### src/common/can_mode_pkg.sv
// Package with register map, field layouts, reset values and carriers of the mode/reset/irq block.
//
// Function
// Core enable zero or soft reset forces configuration.
// Configuration drops sync, transmit output recessive.
// Configuration clears error regs, allows timing writes.
// Configuration stops bus traffic, queues stay pending.
// Entering configuration clears listed interrupt flags.
// Configuration still sets FIFO flags, raises interrupts.
// Leave configuration after eleven recessive bits.
// Next mode: loop back, sleep, else normal.
// Sleep from configuration only without pending requests.
// Normal to sleep when idle, nothing pending.
// Wake on sleep cleared, activity, new request.
// Flag events on sleep entry and wake up.
// Loop back: recessive bus, internal return path.
// Protocol and host timing crossed safely.
// Both resets restore defaults; soft bit self-clears.
// Acceptance filter registers survive every reset.
// Each domain reset through its own synchronizer.
// One rising-edge interrupt line, low from power-up.
// Flags set/cleared regardless of enables; clear-register clears.
// Line asserts when flag and enable both set.
// Line drops on clear/disable, then reasserts.
// Four one-hot mode status bits, configuration in reset.
// Active low system reset holds core in reset.
// Bus-dependent transitions use synchronised bus samples.
package can_mode_pkg;

  // Register byte offsets.
  localparam logic [7:0] OFF_SRR = 8'h00;
  localparam logic [7:0] OFF_MSR = 8'h04;
  localparam logic [7:0] OFF_BAUD_PRESCALER_REG = 8'h08;
  localparam logic [7:0] OFF_BTR = 8'h0C;
  localparam logic [7:0] OFF_ECR = 8'h10;
  localparam logic [7:0] OFF_ESR = 8'h14;
  localparam logic [7:0] OFF_SR = 8'h18;
  localparam logic [7:0] OFF_ISR = 8'h1C;
  localparam logic [7:0] OFF_IER = 8'h20;
  localparam logic [7:0] OFF_ICR = 8'h24;
  localparam logic [7:0] OFF_AFMR = 8'h64;
  localparam logic [7:0] OFF_AFIR = 8'h68;

  // Field positions.
  localparam int SRR_SOFT_RESET_BIT = 0;
  localparam int SRR_CORE_ENABLE_BIT = 1;
  localparam int MSR_LOOP_BACK_BIT = 0;
  localparam int MSR_SLEEP_BIT = 1;
  localparam int BTR_TS1_LSB = 0;
  localparam int BTR_TS2_LSB = 4;

  // Interrupt flag positions.
  localparam int IRQ_ARB_LOST = 0;
  localparam int IRQ_TX_DONE = 1;
  localparam int IRQ_RX_DONE = 2;
  localparam int IRQ_RX_OVERFLOW = 3;
  localparam int IRQ_ERROR = 4;
  localparam int IRQ_BUS_OFF = 5;
  localparam int IRQ_SLEEP = 6;
  localparam int IRQ_WAKE = 7;
  localparam int IRQ_RX_NOT_EMPTY = 8;
  localparam int IRQ_RX_UNDERFLOW = 9;
  localparam int IRQ_BUF_FULL = 10;
  localparam int IRQ_QUEUE_FULL = 11;
  localparam int IRQ_W = 12;

  // Flags cleared on entry to configuration, and flags that may still set there.
  localparam logic [IRQ_W-1:0] CFG_CLEAR_MASK = 12'h0FF;
  localparam logic [IRQ_W-1:0] CFG_KEEP_MASK = 12'hF00;

  // Reset values.
  localparam logic [1:0] SRR_RESET = 2'h0;
  localparam logic [1:0] MSR_RESET = 2'h0;
  localparam logic [7:0] BAUD_PRESCALER_REG_RESET = 8'h00;
  localparam logic [6:0] BTR_RESET = 7'h00;
  localparam logic [31:0] AF_RESET = 32'h0000_0000;

  // Timing counts.
  localparam logic [3:0] IDLE_BITS = 4'hB;
  localparam logic [4:0] BIT_TQ_FIXED = 5'h03;

  localparam int ESR_W = 5;

  // Mode status carried out of the block.
  typedef struct packed {
    logic normal;
    logic sleep;
    logic loop_back;
    logic config_mode;
  } mode_status_s;

  // Event pulses from the protocol core.
  typedef struct packed {
    logic [IRQ_W-1:0] irq_set;
    logic [ESR_W-1:0] esr_set;
  } core_event_s;

endpackage : can_mode_pkg

### src/can_mode_ctrl.sv
// Mode control, reset handling, interrupt line and APB registers of the CAN controller.
`timescale 1ns/1ps
module can_mode_ctrl (
  input wire logic pclk, // Host clock, 250 MHz.
  input wire logic presetn, // Asynchronous reset, active low.
  input wire logic clk_en, // Freezes all state but the reset synchronizer while low.
  input wire logic psel, // APB select.
  input wire logic penable, // APB access phase.
  input wire logic pwrite, // APB direction.
  input wire logic [7:0] paddr, // APB byte address.
  input wire logic [31:0] pwdata, // APB write data.
  output logic [31:0] prdata, // APB read data.
  output logic pready, // APB ready.
  output logic pslverr, // APB error, always low.
  input wire logic can_rx, // Bus receive pin from transceiver.
  output logic can_tx, // Bus transmit pin to transceiver.
  input wire logic core_tx, // Transmit bit from protocol core.
  output logic core_rx, // Receive bit to protocol core.
  output logic core_run, // Core may receive and transmit.
  output logic error_clear, // Holds error counters at zero.
  output logic bit_tick, // One pulse per nominal bit time.
  input wire logic tx_pending, // Queue or priority buffer holds a request.
  input wire logic tx_new_request, // Pulse: a new request was queued.
  input wire logic [15:0] err_count, // Error counters from core.
  input wire can_mode_pkg::core_event_s core_ev, // Event pulses from core.
  output can_mode_pkg::mode_status_s mode_status, // One-hot mode.
  output logic interrupt_out // Edge-signalled interrupt line.
);
  import can_mode_pkg::*;

  typedef enum logic [4:0] {
    ST_CONFIG = 5'h01,
    ST_WAIT_IDLE = 5'h02,
    ST_NORMAL = 5'h04,
    ST_SLEEP = 5'h08,
    ST_LOOP = 5'h10
  } mode_e;

  // Word decode shared by read and write paths.
  function automatic logic hit(input logic [7:0] addr, input logic [7:0] off);
    hit = (addr == off);
  endfunction : hit

  logic rst_meta_r;
  logic rst_sync_r;
  logic soft_rst;
  logic rx_s1_r;
  logic rx_s2_r;
  logic rx_s3_r;
  logic rx_bit_r;
  logic [1:0] srr_r;
  logic [1:0] msr_r;
  logic [7:0] baud_prescaler_reg_r;
  logic [6:0] btr_r;
  logic [ESR_W-1:0] esr_r;
  logic [IRQ_W-1:0] isr_r;
  logic [IRQ_W-1:0] ier_r;
  logic [31:0] afmr_r;
  logic [31:0] afir_r;
  logic [7:0] presc_r;
  logic [4:0] tq_r;
  logic [3:0] rec_cnt_r;
  mode_e mode_r;
  mode_e mode_nxt;
  logic sleep_ev;
  logic wake_ev;
  logic wr;
  logic in_cfg;
  logic bus_idle;
  logic [4:0] bit_len;
  logic [IRQ_W-1:0] icr_clr;
  logic [IRQ_W-1:0] isr_set;
  logic [IRQ_W-1:0] isr_nxt;
  logic [IRQ_W-1:0] ier_nxt;
  logic drop_line;
  logic irq_nxt;
  logic [31:0] rdata_nxt;

  // Reset synchronizer: asserts at once, releases two edges later to avoid metastable release.
  always_ff @(posedge pclk or negedge presetn) begin
    if (!presetn) begin
      rst_meta_r <= 1'b0;
      rst_sync_r <= 1'b0;
    end else begin
      rst_meta_r <= 1'b1;
      rst_sync_r <= rst_meta_r;
    end
  end

  assign wr = psel && penable && pready && pwrite && clk_en;
  // Soft reset is a one-cycle pulse that is never stored, so the bit reads back zero.
  assign soft_rst = wr && hit(paddr, OFF_SRR) && pwdata[SRR_SOFT_RESET_BIT];
  assign in_cfg = (mode_r == ST_CONFIG) || (mode_r == ST_WAIT_IDLE);

  // Receive pin passes three flops; the level changes only when the last two agree.
  always_ff @(posedge pclk or negedge rst_sync_r) begin
    if (!rst_sync_r) begin
      rx_s1_r <= 1'b1;
      rx_s2_r <= 1'b1;
      rx_s3_r <= 1'b1;
      rx_bit_r <= 1'b1;
    end else if (clk_en) begin
      rx_s1_r <= can_rx;
      rx_s2_r <= rx_s1_r;
      rx_s3_r <= rx_s2_r;
      if (rx_s2_r == rx_s3_r) begin
        rx_bit_r <= rx_s3_r;
      end
    end
  end

  // Control registers; acceptance filter registers are kept out of every reset.
  always_ff @(posedge pclk or negedge rst_sync_r) begin
    if (!rst_sync_r) begin
      srr_r <= SRR_RESET;
      msr_r <= MSR_RESET;
      baud_prescaler_reg_r <= BAUD_PRESCALER_REG_RESET;
      btr_r <= BTR_RESET;
    end else if (soft_rst) begin
      srr_r <= SRR_RESET;
      msr_r <= MSR_RESET;
      baud_prescaler_reg_r <= BAUD_PRESCALER_REG_RESET;
      btr_r <= BTR_RESET;
    end else if (wr) begin
      if (hit(paddr, OFF_SRR)) begin
        srr_r <= {pwdata[SRR_CORE_ENABLE_BIT], 1'b0};
      end
      if (hit(paddr, OFF_MSR)) begin
        msr_r <= {pwdata[MSR_SLEEP_BIT], pwdata[MSR_LOOP_BACK_BIT]};
      end
      if (hit(paddr, OFF_BAUD_PRESCALER_REG) && in_cfg) begin
        baud_prescaler_reg_r <= pwdata[7:0];
      end
      if (hit(paddr, OFF_BTR) && in_cfg) begin
        btr_r <= pwdata[6:0];
      end
    end
  end

  // Filter registers have no reset at all, so neither reset can disturb them.
  always_ff @(posedge pclk) begin
    if (wr && hit(paddr, OFF_AFMR)) begin
      afmr_r <= pwdata;
    end
    if (wr && hit(paddr, OFF_AFIR)) begin
      afir_r <= pwdata;
    end
  end

  // Bit time is sync segment plus both phase segments, in prescaled quanta.
  assign bit_len = BIT_TQ_FIXED + {1'b0, btr_r[BTR_TS1_LSB+:4]} + {2'b00, btr_r[BTR_TS2_LSB+:3]};

  // Bit clock generator; idle in configuration because bus sync is dropped there.
  always_ff @(posedge pclk or negedge rst_sync_r) begin
    if (!rst_sync_r) begin
      presc_r <= 8'h00;
      tq_r <= 5'h00;
      bit_tick <= 1'b0;
    end else if (clk_en) begin
      bit_tick <= 1'b0;
      if (mode_r == ST_CONFIG || soft_rst) begin
        presc_r <= 8'h00;
        tq_r <= 5'h00;
      end else if (presc_r >= baud_prescaler_reg_r) begin
        presc_r <= 8'h00;
        if (tq_r >= bit_len - 5'h01) begin
          tq_r <= 5'h00;
          bit_tick <= 1'b1;
        end else begin
          tq_r <= tq_r + 5'h01;
        end
      end else begin
        presc_r <= presc_r + 8'h01;
      end
    end
  end

  // Counts consecutive recessive bits, saturating at the idle figure.
  always_ff @(posedge pclk or negedge rst_sync_r) begin
    if (!rst_sync_r) begin
      rec_cnt_r <= 4'h0;
    end else if (clk_en) begin
      if (mode_r == ST_CONFIG || soft_rst || !rx_bit_r) begin
        rec_cnt_r <= 4'h0;
      end else if (bit_tick && rec_cnt_r != IDLE_BITS) begin
        rec_cnt_r <= rec_cnt_r + 4'h1;
      end
    end
  end

  assign bus_idle = (rec_cnt_r == IDLE_BITS);

  // Mode selection.
  always_comb begin
    mode_nxt = mode_r;
    sleep_ev = 1'b0;
    wake_ev = 1'b0;
    unique case (mode_r)
      ST_CONFIG: begin
        if (srr_r[SRR_CORE_ENABLE_BIT]) begin
          mode_nxt = ST_WAIT_IDLE;
        end
      end
      ST_WAIT_IDLE: begin
        if (bus_idle) begin
          if (msr_r[MSR_LOOP_BACK_BIT]) begin
            mode_nxt = ST_LOOP;
          end else if (msr_r[MSR_SLEEP_BIT] && !tx_pending) begin
            mode_nxt = ST_SLEEP;
            sleep_ev = 1'b1;
          end else begin
            mode_nxt = ST_NORMAL;
          end
        end
      end
      ST_NORMAL: begin
        if (msr_r[MSR_SLEEP_BIT] && bus_idle && !tx_pending) begin
          mode_nxt = ST_SLEEP;
          sleep_ev = 1'b1;
        end
      end
      ST_SLEEP: begin
        // A dominant bit wakes the core in time to receive the frame that follows.
        if (!msr_r[MSR_SLEEP_BIT] || !rx_bit_r || tx_new_request || tx_pending) begin
          mode_nxt = ST_NORMAL;
          wake_ev = 1'b1;
        end
      end
      ST_LOOP: begin
        mode_nxt = ST_LOOP;
      end
      default: begin
        mode_nxt = ST_CONFIG;
      end
    endcase
    if (!srr_r[SRR_CORE_ENABLE_BIT]) begin
      mode_nxt = ST_CONFIG;
      sleep_ev = 1'b0;
      wake_ev = 1'b0;
    end
  end

  // Mode register; soft reset lands in configuration on the next edge.
  always_ff @(posedge pclk or negedge rst_sync_r) begin
    if (!rst_sync_r) begin
      mode_r <= ST_CONFIG;
    end else if (clk_en) begin
      if (soft_rst) begin
        mode_r <= ST_CONFIG;
      end else begin
        mode_r <= mode_nxt;
      end
    end
  end

  // Bus pins and core hand-off; configuration and loop back keep the bus recessive.
  always_ff @(posedge pclk or negedge rst_sync_r) begin
    if (!rst_sync_r) begin
      can_tx <= 1'b1;
      core_rx <= 1'b1;
      core_run <= 1'b0;
      error_clear <= 1'b1;
      mode_status <= '{normal: 1'b0, sleep: 1'b0, loop_back: 1'b0, config_mode: 1'b1};
    end else if (clk_en) begin
      can_tx <= (!soft_rst && (mode_nxt == ST_NORMAL || mode_nxt == ST_SLEEP)) ? core_tx : 1'b1;
      core_rx <= (mode_nxt == ST_LOOP) ? core_tx : rx_bit_r;
      core_run <= (mode_nxt == ST_NORMAL || mode_nxt == ST_LOOP) && !soft_rst;
      error_clear <= (mode_nxt == ST_CONFIG || mode_nxt == ST_WAIT_IDLE || soft_rst);
      mode_status.config_mode <= soft_rst || mode_nxt == ST_CONFIG
        || mode_nxt == ST_WAIT_IDLE;
      mode_status.loop_back <= !soft_rst && mode_nxt == ST_LOOP;
      mode_status.sleep <= !soft_rst && mode_nxt == ST_SLEEP;
      mode_status.normal <= !soft_rst && mode_nxt == ST_NORMAL;
    end
  end

  // Flag updates: hardware sets win over software clears in the same cycle.
  always_comb begin
    icr_clr = (wr && hit(paddr, OFF_ICR)) ? pwdata[IRQ_W-1:0] : '0;
    isr_set = core_ev.irq_set;
    if (in_cfg) begin
      isr_set = isr_set & CFG_KEEP_MASK;
    end
    isr_set[IRQ_SLEEP] = sleep_ev;
    isr_set[IRQ_WAKE] = wake_ev;
    isr_nxt = (isr_r & ~icr_clr) | isr_set;
    if (mode_nxt == ST_CONFIG) begin
      isr_nxt = isr_nxt & ~CFG_CLEAR_MASK;
    end
    ier_nxt = (wr && hit(paddr, OFF_IER)) ? pwdata[IRQ_W-1:0] : ier_r;
    // Losing any enabled source forces the line low for one cycle.
    drop_line = |(isr_r & ier_r & ~isr_nxt) || |(isr_r & ier_r & ~ier_nxt);
    irq_nxt = !drop_line && |(isr_nxt & ier_nxt);
  end

  // Interrupt status, enable and line.
  always_ff @(posedge pclk or negedge rst_sync_r) begin
    if (!rst_sync_r) begin
      isr_r <= '0;
      ier_r <= '0;
      interrupt_out <= 1'b0;
    end else if (clk_en) begin
      if (soft_rst) begin
        isr_r <= '0;
        ier_r <= '0;
        interrupt_out <= 1'b0;
      end else begin
        isr_r <= isr_nxt;
        ier_r <= ier_nxt;
        interrupt_out <= irq_nxt;
      end
    end
  end

  // Error status: sticky, write one to clear, held clear in configuration.
  always_ff @(posedge pclk or negedge rst_sync_r) begin
    if (!rst_sync_r) begin
      esr_r <= '0;
    end else if (clk_en) begin
      if (soft_rst || in_cfg) begin
        esr_r <= '0;
      end else if (wr && hit(paddr, OFF_ESR)) begin
        esr_r <= (esr_r & ~pwdata[ESR_W-1:0]) | core_ev.esr_set;
      end else begin
        esr_r <= esr_r | core_ev.esr_set;
      end
    end
  end

  // Read mux; unmapped and write-only words read as zero.
  always_comb begin
    rdata_nxt = 32'h0000_0000;
    if (hit(paddr, OFF_SRR)) begin
      rdata_nxt[SRR_CORE_ENABLE_BIT] = srr_r[SRR_CORE_ENABLE_BIT];
    end else if (hit(paddr, OFF_MSR)) begin
      rdata_nxt[MSR_LOOP_BACK_BIT] = msr_r[0];
      rdata_nxt[MSR_SLEEP_BIT] = msr_r[1];
    end else if (hit(paddr, OFF_BAUD_PRESCALER_REG)) begin
      rdata_nxt[7:0] = baud_prescaler_reg_r;
    end else if (hit(paddr, OFF_BTR)) begin
      rdata_nxt[6:0] = btr_r;
    end else if (hit(paddr, OFF_ECR)) begin
      rdata_nxt[15:0] = in_cfg ? 16'h0000 : err_count;
    end else if (hit(paddr, OFF_ESR)) begin
      rdata_nxt[ESR_W-1:0] = esr_r;
    end else if (hit(paddr, OFF_SR)) begin
      rdata_nxt[3:0] = mode_status;
    end else if (hit(paddr, OFF_ISR)) begin
      rdata_nxt[IRQ_W-1:0] = isr_r;
    end else if (hit(paddr, OFF_IER)) begin
      rdata_nxt[IRQ_W-1:0] = ier_r;
    end else if (hit(paddr, OFF_AFMR)) begin
      rdata_nxt = afmr_r;
    end else if (hit(paddr, OFF_AFIR)) begin
      rdata_nxt = afir_r;
    end
  end

  // APB answer: read data is captured in the setup cycle so the access ends with no wait.
  always_ff @(posedge pclk or negedge rst_sync_r) begin
    if (!rst_sync_r) begin
      prdata <= 32'h0000_0000;
      pready <= 1'b0;
      pslverr <= 1'b0;
    end else if (clk_en) begin
      pready <= 1'b1;
      pslverr <= 1'b0;
      if (psel && !penable && !pwrite) begin
        prdata <= rdata_nxt;
      end
    end
  end

endmodule : can_mode_ctrl

### config.mk
export PLATFORM = sky130hd
export DESIGN_NAME = can_mode_ctrl
export DESIGN_NICKNAME = d
export VERILOG_FILES = /design/src/common/can_mode_pkg.sv /design/src/can_mode_ctrl.sv
export SDC_FILE = /design/constraint.sdc
export NUM_CORES = 1
export LEC_CHECK = 0
export ABC_AREA = 1
export BUFFER_PORTS_ARGS = -buffer_cell sky130_fd_sc_hd__buf_4
export CORE_AREA = 2 2 163 197
export CTS_BUF_LIST = sky130_fd_sc_hd__clkbuf_4 sky130_fd_sc_hd__clkbuf_8 sky130_fd_sc_hd__clkbuf_16
export CTS_CLUSTER_DIAMETER = 80
export CTS_CLUSTER_SIZE = 14
export DETAILED_ROUTE_END_ITERATION = 10
export DIE_AREA = 0 0 165 199
export GPL_TIMING_DRIVEN = 0
export PLACE_DENSITY = 0.49
export SLEW_MARGIN = 25
export SYNTH_ARGS = -nofsm -noshare
export SYNTH_HDL_FRONTEND = slang
export SYNTH_SLANG_ARGS = --single-unit
### constraint.sdc
create_clock -name pclk -period 4.8 [get_ports pclk]
set_input_delay 0.96 -clock pclk [delete_from_list [all_inputs] [get_ports pclk]]
set_output_delay 0.96 -clock pclk [all_outputs]
set_load 0.005 [all_outputs]
==> metrics.cfg <==
[status]
status=finished clean

[cts]
clkSinkCount=182
cts_max_level=4
cts_inserted_buffers=17
clk_transition_reported_paths_ns=0.08
clock_latency_ns=0.44
cts-root-buf=clkbuf_16
ctsHoldBuffers=0
postCtsSetupBuffers=0
cts_resized=0
max-clock-path-buffers=2
cts_tree=yes

[timing]
tightest_slew_ns=0.825
grt_setup_unrepaired=no
fin_crit_sh_pct=63.6
finalHoldViolCount=0
relSlewSlack_pct=44.3
fmaxAchievable_mhz=327
finalWorstSetupSlack_ns=1.75
setup_viol=0
skew_ns=0.0154
slew_violations=0
min_period_ns=3.05

[layout]
most-common-layout-cells=314 x nand2_1, 133 x buf_4, 109 x inv_1
nNetsFinal=1312
final_util_pct=36.5
final_area_sq_um=11300
drive_gt1_share_pct=20.1
fillers=3216
n_antenna_cell=0
mostFrequentLayoutCell=nand2_1
stdcell_count=1620
syn_to_final_growth_pct=23.6

[global_routing]
grt_max_degree=39
grt_pass1_wl_um=44400
grt_overflow_total=0
grt_pass1_vias=7731
grt_usage_pct=18.1
antenna_found_initial=0

[setup_path]
start_kind=input port
worst_r2r_endpoint=afir_r[25]$_DFFE_PP_
cp-end-kind=register
worstPathCellList=buf_4, nand3_1, nor2_1, buf_2, inv_1, nor3_2, buf_6, buf_4, buf_4, buf_4
cp.arrival_ns=3.20
critPathRequiredTime_ns=4.95
critPathSlowestCell=nor3_2
crit_fanout=10
cpMostUsedCell=buf_4
path_depth=10
path_buf_inv=7
path_delay_family=buffers and inverters
critical_path_class=input port to register
r2r_start=pready$_DFFE_PN0P_
r2r_cells=9
cp_slowest_stage_delay_ns=0.56
r2r_slack_ns=1.97

[yosys]
synth-edff-count=64
synth_cell_types=45
synth_area_sq_um=9170
synth_top_family_by_area=simple AND/OR/NAND/NOR gates
seq_area_frac_synth_pct=53.3
yosys.area_share.simple_pct=23.7
syn_nets=1161
syn_inst=1055
syn-mean-instance-area_sq_um=8.69
synth_xor_xnor_area_share_pct=0.765
synthAdderAreaFrac_pct=3.22
ys_warn_count=0
synthMuxAreaShare_pct=0
synth_ff_type=dfrtp_1
ys_async_sr_fraction_pct=64.8
synth_seq_cells=182
synth_compound_area_share_pct=12.0

[placed_design]
preCtsSetupSlack_ns=1.26
hpwl_um=22000
placed_cell_area_sq_um=10700
place_congestion=0.867
dp.cells=1588
io_buffers=123

[routing]
firstDrtPassIters=7
wl_per_cell_um=17.8
wl_um=28900
via_count=7782
drt-initial-drc-count=489
viasPerCell=4.80
drc=0
ant_nets=0

[floorplan]
num_rows=71
chipHeight_um=199
die_w_um=165
initial_core_util_pct=29.6
coreArea_sq_um=31000
ioPinCount=127
die_area_sq_um=32800

[power]
p_per_area_nw_per_um2=288
total_leakage_power_nw=5.35
ir_drop_mv=0.179

[flow_run]
drv_cap=0

[hold_path]
hp-class=register to async pin

state kept, by name, indices dropped and copies added (netlist names), 2 cells and up:
name / cells
afir_r: 32
esr_r: 5
baud_prescaler_reg_r: 8
rec_cnt_r: 4
msr_r: 2
ier_r: 12
btr_r: 7
presc_r: 8
prdata: 32
tq_r: 5
afmr_r: 32
mode_status: 4
mode_r: 5
isr_r: 12
Yosys cell counts, types with 2 or more instances:
library cell | count | share of area [%]
a21oi_1 | 43 | 2.3
a221oi_1 | 7 | 0.67
a22o_1 | 22 | 2.1
buf_1 | 2 | 0.082
buf_2 | 12 | 0.66
buf_4 | 6 | 0.49
buf_6 | 3 | 0.37
clkbuf_1 | 11 | 0.45
conb_1 | 2 | 0.082
dfrtp_1 | 109 | 30
dfstp_2 | 9 | 2.6
edfxtp_1 | 64 | 21
ha_1 | 22 | 3.0
inv_1 | 109 | 4.5
inv_2 | 10 | 0.41
nand2_1 | 314 | 13
nand2_2 | 7 | 0.48
nand3_1 | 58 | 3.2
nand4_1 | 22 | 1.5
nor2_1 | 69 | 2.8
nor2_2 | 12 | 0.82
nor2_4 | 5 | 0.61
nor3_1 | 8 | 0.44
nor4_1 | 2 | 0.14
o2111ai_1 | 7 | 0.67
o21ai_0 | 72 | 3.9
o21ai_1 | 7 | 0.38
o21ai_2 | 8 | 0.76
o21bai_1 | 2 | 0.16
o22ai_1 | 6 | 0.41
o31ai_1 | 2 | 0.16
or2_2 | 4 | 0.27
xor2_1 | 7 | 0.67
how the worst max path moves through the flow:
stage,startpoint,to
after floorplan,clk_en,afir_r[0]$_DFFE_PP_
after global placement,clk_en,afir_r[8]$_DFFE_PP_
after detailed placement,clk_en,afir_r[8]$_DFFE_PP_
after CTS,clk_en,afir_r[10]$_DFFE_PP_
after global routing,clk_en,afir_r[10]$_DFFE_PP_
final,clk_en,afir_r[25]$_DFFE_PP_
worst reg2reg max path, stage by stage, from the launching register on:
cell,delay [ns]
dfrtp_1,0.38
nand3_1,0.07
nor2_1,0.22
buf_2,0.35
inv_1,0.22
nor3_2,0.56
buf_6,0.22
buf_4,0.17
buf_4,0.17
buf_4,0.18
cells by family after synthesis:
group	after synthesis
AO/OA/AOI/OAI	181
buffers and inverters	153
other	2
XOR/XNOR	8
AND/OR/NAND/NOR	506
adder cells (fa/ha/maj)	23
flip-flops	182
stage by stage:
stage / total power, W / hold WS, ns / TNS [ns]
after floorplan: 0.00176 / 0.331 / 0
after global placement: 0.00189 / 0.338 / -129.96
after detailed placement: 0.00190 / 0.230 / 0
after CTS: 0.00331 / 0.239 / 0
after global routing: 0.00339 / 0.255 / 0
final: 0.00327 / 0.228 / 0
final cells by class:
cell class,count,area (sq um),share of cell area (%)
sequential,182,4890,43.2
clock buffer,17,425,3.76
inverter,119,447,3.94
timing repair buffer,132,1050,9.29
multi-input combinational,720,3660,32.3
buffer,34,188,1.66
clock inverter,15,166,1.47
tap,401,502,4.43
layer usage:
metal | part of all wire [%] | track usage [%]
met5 | 0 | 0
met1 | 45 | 24.1
met2 | 48 | 30.2
met4 | 1.8 | 5.02
met3 | 5.8 | 3.09
power by group:
group          switching, W  total [W]  internal [W]
Combinational      0.000126   0.000211     0.0000852
Clock              0.000706    0.00140      0.000698
Sequential        0.0000191    0.00165       0.00163
Note: power is estimated with default switching activity, not from simulation.
